===== src/nco_pkg.sv =====
package nco_pkg;
  localparam int ACC_WIDTH = 20;
  localparam int PWS_WIDTH = 3;
  localparam logic [19:0] ACC_RESET = 20'h00000;
  localparam logic [19:0] INC_RESET = 20'h00000;
  localparam logic [2:0] PWS_RESET = 3'h0;
  // pulse width in clock periods is 2 to the power of the select field
  localparam logic [7:0] PULSE_ONE = 8'h01;
endpackage


===== src/nco_core.sv =====
`timescale 1ns/1ps
`default_nettype none
// Operation
// - add 20-bit increment, overflow divides frequency
// - fixed duty: toggle output on each overflow
// - pulse mode select clear means fixed duty
// - pulse mode: active for selected periods
// - pulse starts on edge after overflow
// - pulse mode select set means pulse
// - three-bit field selects pulse width
// - width beyond overflow spacing: no toggling
// - polarity applied last, sets active level
// - polarity change raises interrupt when enabled
// - overflow sets the interrupt flag
// - request needs all four enables set
// - flag stays set until software clears
// - reset clears every register to zero
// - runs from selected clock, not system clock
// - keep fast oscillator on when selected and the module is enabled
module nco_core #(
  parameter int ACC_W = nco_pkg::ACC_WIDTH
) (
  input wire logic clk,
  input wire logic sys_rst,
  input wire logic osc_module_enable,
  input wire logic pulse_mode_select,
  input wire logic output_polarity,
  input wire logic [2:0] pulse_width_select,
  input wire logic [ACC_W-1:0] increment_value,
  input wire logic fast_osc_selected,
  input wire logic overflow_irq_enable,
  input wire logic peripheral_irq_enable,
  input wire logic global_irq_enable,
  input wire logic overflow_irq_clear,
  output logic osc_output,
  output logic accum_overflow_event,
  output logic overflow_irq_flag,
  output logic overflow_irq_request,
  output logic fast_osc_keep_on,
  output logic [ACC_W-1:0] accum_value
);

  typedef struct packed {
    logic [ACC_W-1:0] acc;
    logic ovf;
    logic toggle;
    logic [7:0] pulse_cnt;
    logic active;
    logic out;
    logic pol;
    logic flag;
  } nco_state_type;

  nco_state_type state_reg;
  nco_state_type state_next;

  // width in clock periods is a power of two, so a shift replaces a table
  function automatic logic [7:0] pulse_len(
    input logic [2:0] sel
  );
    pulse_len = nco_pkg::PULSE_ONE << sel;
  endfunction

  // one bit wider than the accumulator so the carry survives
  function automatic logic [ACC_W:0] acc_sum(
    input logic [ACC_W-1:0] acc,
    input logic [ACC_W-1:0] inc
  );
    acc_sum = {1'b0, acc} + {1'b0, inc};
  endfunction

  // interrupt chain: module, local, peripheral and global enables
  function automatic logic chain_enabled(
    input logic en,
    input logic local_en,
    input logic periph_en,
    input logic global_en
  );
    chain_enabled = en & local_en & periph_en & global_en;
  endfunction

  // polarity is the last stage, applied to either mode's raw level
  function automatic logic drive_level(
    input logic pulse_mode,
    input logic active,
    input logic toggle,
    input logic pol
  );
    drive_level = (pulse_mode ? active : toggle) ^ pol;
  endfunction

  // fixed duty engine: one toggle per registered overflow
  function automatic logic toggle_step(
    input logic ovf,
    input logic toggle
  );
    toggle_step = ovf ? ~toggle : toggle;
  endfunction

  // pulse engine, packed as {active, count}; an overflow always reloads,
  // so a width longer than the overflow spacing keeps the output active
  function automatic logic [8:0] pulse_step(
    input logic ovf,
    input logic active,
    input logic [7:0] cnt,
    input logic [7:0] reload
  );
    logic [8:0] result;
    result = {active, cnt};
    if (ovf)
    begin
      result = {1'b1, reload};
    end
    else if (active && (cnt == 8'h00))
    begin
      result = {1'b0, cnt};
    end
    else if (active)
    begin
      result = {1'b1, cnt - 8'h01};
    end
    pulse_step = result;
  endfunction

  // a set in the same cycle as a software clear wins, so no event is lost
  function automatic logic flag_update(
    input logic flag,
    input logic clr,
    input logic set
  );
    logic result;
    result = flag;
    if (flag && clr)
    begin
      result = 1'b0;
    end
    if (set)
    begin
      result = 1'b1;
    end
    flag_update = result;
  endfunction

  logic [ACC_W:0] sum;
  logic carry;
  logic pin_level;
  logic all_en;
  logic pol_changed;
  logic flag_set;
  logic [7:0] width_cnt;
  logic [8:0] pulse_pair;

  always_comb
  begin
    state_next = state_reg;
    sum = acc_sum(state_reg.acc, increment_value);
    // no overflow is reported while disabled, even if the sum would wrap
    carry = osc_module_enable & sum[ACC_W];
    all_en = chain_enabled(osc_module_enable, overflow_irq_enable,
      peripheral_irq_enable, global_irq_enable);
    pol_changed = output_polarity ^ state_reg.pol;
    width_cnt = pulse_len(pulse_width_select) - 8'h01;
    pulse_pair = pulse_step(state_reg.ovf, state_reg.active,
      state_reg.pulse_cnt, width_cnt);
    flag_set = carry | (all_en & pol_changed);

    // accumulator and registered overflow event
    state_next.ovf = carry;
    state_next.pol = output_polarity;
    if (osc_module_enable)
    begin
      state_next.acc = sum[ACC_W-1:0];
    end
    else
    begin
      state_next.acc = state_reg.acc;
    end
    // overflow pulse is registered, so pulse output rises one edge later
    if (!osc_module_enable)
    begin
      state_next.toggle = 1'b0;
      state_next.active = 1'b0;
      state_next.pulse_cnt = 8'h00;
    end
    else if (!pulse_mode_select)
    begin
      state_next.active = 1'b0;
      state_next.pulse_cnt = 8'h00;
      state_next.toggle = toggle_step(state_reg.ovf, state_reg.toggle);
    end
    else
    begin
      state_next.toggle = 1'b0;
      // registered overflow, so the pulse starts on the following edge
      state_next.active = pulse_pair[8];
      state_next.pulse_cnt = pulse_pair[7:0];
    end
    // output stage
    pin_level = drive_level(pulse_mode_select, state_next.active,
      state_next.toggle, output_polarity);
    state_next.out = pin_level;

    // interrupt flag; a polarity change only counts with the chain enabled
    state_next.flag = flag_update(state_reg.flag, overflow_irq_clear,
      flag_set);
    if (sys_rst)
    begin
      state_next = '0;
    end
  end

  always_ff @(posedge clk)
  begin
    state_reg <= state_next;
  end

  assign osc_output = state_reg.out;
  assign accum_overflow_event = state_reg.ovf;
  assign overflow_irq_flag = state_reg.flag;
  assign overflow_irq_request = state_reg.flag
    & chain_enabled(osc_module_enable, overflow_irq_enable,
    peripheral_irq_enable, global_irq_enable);
  assign fast_osc_keep_on = osc_module_enable & fast_osc_selected;
  assign accum_value = state_reg.acc;

endmodule
`default_nettype wire


===== config.mk =====
export PLATFORM = sky130hd
export DESIGN_NAME = nco_core
export DESIGN_NICKNAME = d
export VERILOG_FILES = /design/src/nco_pkg.sv /design/src/nco_core.sv
export SDC_FILE = /design/constraint.sdc
export NUM_CORES = 1
export LEC_CHECK = 0
export BUFFER_PORTS_ARGS = -buffer_cell sky130_fd_sc_hd__buf_2
export CAP_MARGIN = 20
export CORE_MARGIN = 3
export CORE_UTILIZATION = 35
export DETAILED_ROUTE_END_ITERATION = 8
export SKIP_LAST_GASP = 1
export SLEW_MARGIN = 20
export SYNTH_ARGS = -nofsm -noshare
export SYNTH_HDL_FRONTEND = slang
export SYNTH_SLANG_ARGS = --single-unit

===== constraint.sdc =====
create_clock -name clk -period 4.2 [get_ports clk]
set_input_delay 0.63 -clock clk [delete_from_list [all_inputs] [get_ports clk]]
set_output_delay 0.63 -clock clk [all_outputs]
set_load 0.01 [all_outputs]

==> reports/qor.csv <==
stage,metric,value,unit
critical_path,Setup crit end kind,flop,
pwr,total power,1.21,mW
final_layout,ant diodes,0,
sta,worst hold slack,0.472,ns
critical_path,worst setup path startpoint,increment_value[0],
worst_hold_path,Hold Crit Class,reg2reg,
synthesis,sequential element share of the synthesized area,26.1,%
final_layout,sequential standard cell area,681,µm²
critical_path,R2R setup slack,1.82,ns
synthesis,fraction of registers with async set/reset,0,%
critical_path,critical path capture point,accum_value[16],
synthesis,Most used DFF post-synth,dfxtp_1,
grt,initial antenna violation count,0,
clock_network,TritonCTS clock tree,done,
die,Die ar.,0.00853,mm²
job,max_cap viols,0,
final_layout,Multi-input gate area,0.00169,mm²
clock_network,Clock Pin Slew Worst Setup and Hold Paths,0.09,ns
place,GPL Wtd Cong,0.833,
final_layout,design area,0.00294,mm²
routing,Detailed Route Iter0 Violations,80,
routing,WL final,6.11,mm
synthesis,"flops & latches, synth",34,
clock_network,CTS Buf Count,5,
final_layout,Largest register FFs,20,
clock_network,"Hold-fix buffers, CTS",0,
final_layout,final core occ,41.9,%
die,Initial Utilization,37.2,%
clock_network,"Clk Latency, worst-skew pair",0.29,ns
clock_network,Post-CTS Resized,0,
critical_path,FF-to-FF path depth,9,
final_layout,final-stage net count,401,
sta,min Tclk post-route,2.51,ns
sta,setup TNS,0,ns
sta,clock skew,0.0107,ns
clock_network,"Setup Fix Bufs, Post-CTS",0,
routing,ANT nets after route,0,
clock_network,H-Tree Depth,2,
sta,relative slew slack,59.4,%
routing,vias,2259,
critical_path,R2R Path End,accum_value[16],
sta,RSZ-0062 raised after global routing,no,
clock_network,clk sinks,34,
final_layout,filler cell count,736,
critical_path,Crit Path Max Fanout,3,
synthesis,area share of the largest cell type after synthesis,26.1,%
synthesis,yosys warns,0,
synthesis,Mapped Cells,316,
synthesis,post-synthesis cell type count,58,
routing,DRC violations left,0,
routing,Met2 Wirelength,2.78,mm
routing,WL met3,266,µm
grt,largest net degree at the start of global routing,22,
synthesis,largest area contributor in the synthesized netlist,dfxtp_1,
die,Die X-Extent,92.4,µm
synthesis,Mapped Area,0.00261,mm²
synthesis,Post-Syn Nets,372,
grt,first-pass GRT wire length,10.1,mm
sta,Max Fclk,0.399,GHz
routing,highest routed layer,met4,
synthesis,"EDFF count, synth",0,
pwr,peak supply drop,0.000212,V
critical_path,Worst Path Arrival,2.69,ns
synthesis,Syn Area/Cell,8.26,µm²
place,placed cell areas,0.00281,mm²
critical_path,critical path class,in2reg,
routing,vias per cell,5.11,
place,# port buffers,57,
die,core area,0.00702,mm²
critical_path,reg2reg start,accum_value[0],
run_status,status,"complete, no violations",
place,DPL Wire Length,4.75,mm
sta,Final Hold Fails,0,
sta,fin crit share,59.7,%
sta,Least-Margin Pin Slew,0.608,ns
die,Row Count,30,
grt,Tot GR Track Use,14.4,%
clock_network,Root Buffer,clkbuf_8,
sta,final setup vio count,0,
sta,fin. max-slew vios,0,
routing,wire per inst,13.8,µm
critical_path,CP Launch Type,primary input,
grt,gr ovfl total,0,
die,Chip Height,92.4,µm
pwr,PwrDens,413,mW/mm²
synthesis,Synth area leaders,"dfxtp_1, ha_1, buf_4, xnor2_1, nor2_1",
die,IO Pins,58,
critical_path,CP Data Required Time,4.38,ns
clock_network,CTS Buffer Depth,2,
grt,via count of the first global-routing pass,2166,
final_layout,Area Overhead vs Synth,12.8,%
routing,first drt pass iteration count,4,
routing,routed metal-1 wire length,3.00,mm
final_layout,share of cells above drive strength 1,22.8,%
pwr,Leakage,1.34,nW
final cells by class:
type / count / share of cell area (%)
multi-input combinational: 239 / 57.3
sequential: 34 / 23.1
timing repair buffer: 58 / 9.95
tap: 96 / 4.08
clock buffer: 5 / 2.34
clock inverter: 3 / 2.34
inverter: 7 / 0.893
cell families (layout without fill, tap and decap cells):
kind of cell | count (synthesis) | count (layout) | synth area share [%]
AOI/OAI and AO/OA | 86 | 86 | 23.4
muxes | 10 | 10 | 3.84
adders and majority gates | 23 | 23 | 11.3
xor gates and xnor gates | 23 | 23 | 7.72
DFF | 34 | 34 | 26.1
and+or+nand+nor | 97 | 97 | 18.3
buffers and inverters | 43 | 73 | 9.35
routing by layer:
metal,vias to the layer above,global-route usage [%]
met5,-,0
met2,44,23.2
met4,0,3.71
met1,1031,19.7
li1,1178,-
met3,6,2.84
metrics by stage:
step | instances | worst slack, ns
3_3_place_gp | 434 | 1.43
6_report | 442 | 1.69
4_1_cts | 442 | 1.67
5_1_grt | 442 | 1.51
3_5_place_dp | 434 | 1.35
2_1_floorplan | 316 | 1.73
power breakdown:
group	switching [mW]	total, mW	leakage [nW]	internal (mW)
registers	0.0330	0.392	0.279	0.359
logic	0.252	0.450	0.990	0.198
clock network	0.134	0.372	0.0683	0.238
total	0.419	1.21	1.34	0.795
cell usage in the layout (no fill, tap or decap), types with 3 or more instances in the layout:
cell type | Yosys | layout
nand2_1 | 20 | 20
o21a_1 | 3 | 3
nor3_1 | 6 | 6
nand2b_1 | 3 | 3
inv_1 | 6 | 6
a21o_1 | 8 | 8
o21bai_1 | 3 | 3
clkbuf_8 | 0 | 5
o21ai_0 | 12 | 12
dfxtp_1 | 34 | 34
a21oi_1 | 23 | 23
nand4_1 | 4 | 4
nor2_1 | 36 | 36
ha_1 | 22 | 22
xor2_1 | 6 | 6
a31oi_1 | 4 | 4
o31ai_1 | 3 | 3
mux2i_1 | 10 | 10
nand3_1 | 11 | 11
xnor2_1 | 17 | 17
buf_2 | 4 | 57
nor2b_1 | 4 | 4
a211oi_1 | 6 | 6
worst min path at each step:
stage,from,end,slack [ns],cells after the start
2_1_floorplan,accum_value[17],accum_value[17],0.44,2
3_3_place_gp,accum_value[17],accum_value[17],0.45,2
3_5_place_dp,accum_value[17],accum_value[17],0.46,2
4_1_cts,accum_value[17],accum_value[17],0.47,2
5_1_grt,accum_value[17],accum_value[17],0.51,2
6_report,accum_value[17],accum_value[17],0.47,2
worst max-delay path, cell delays in order:
cell      delay (ns)
buf_2           0.10
ha_1            0.21
fa_1            0.43
a211oi_1        0.39
nor2_1          0.14
a211oi_2        0.31
o21a_1          0.21
xnor2_1         0.08
mux2i_1         0.14
nor2_1          0.05
cells in the mapped netlist (8+ instances only):
library cell,count
xnor2_1,17
ha_1,22
nor2_1,36
dfxtp_1,34
o21ai_0,12
a21o_1,8
clkbuf_1,8
a21oi_1,23
nand3_1,11
mux2i_1,10
nand2_1,20
buf_4,20
No activity file was read; power rests on OpenSTA's default activity.
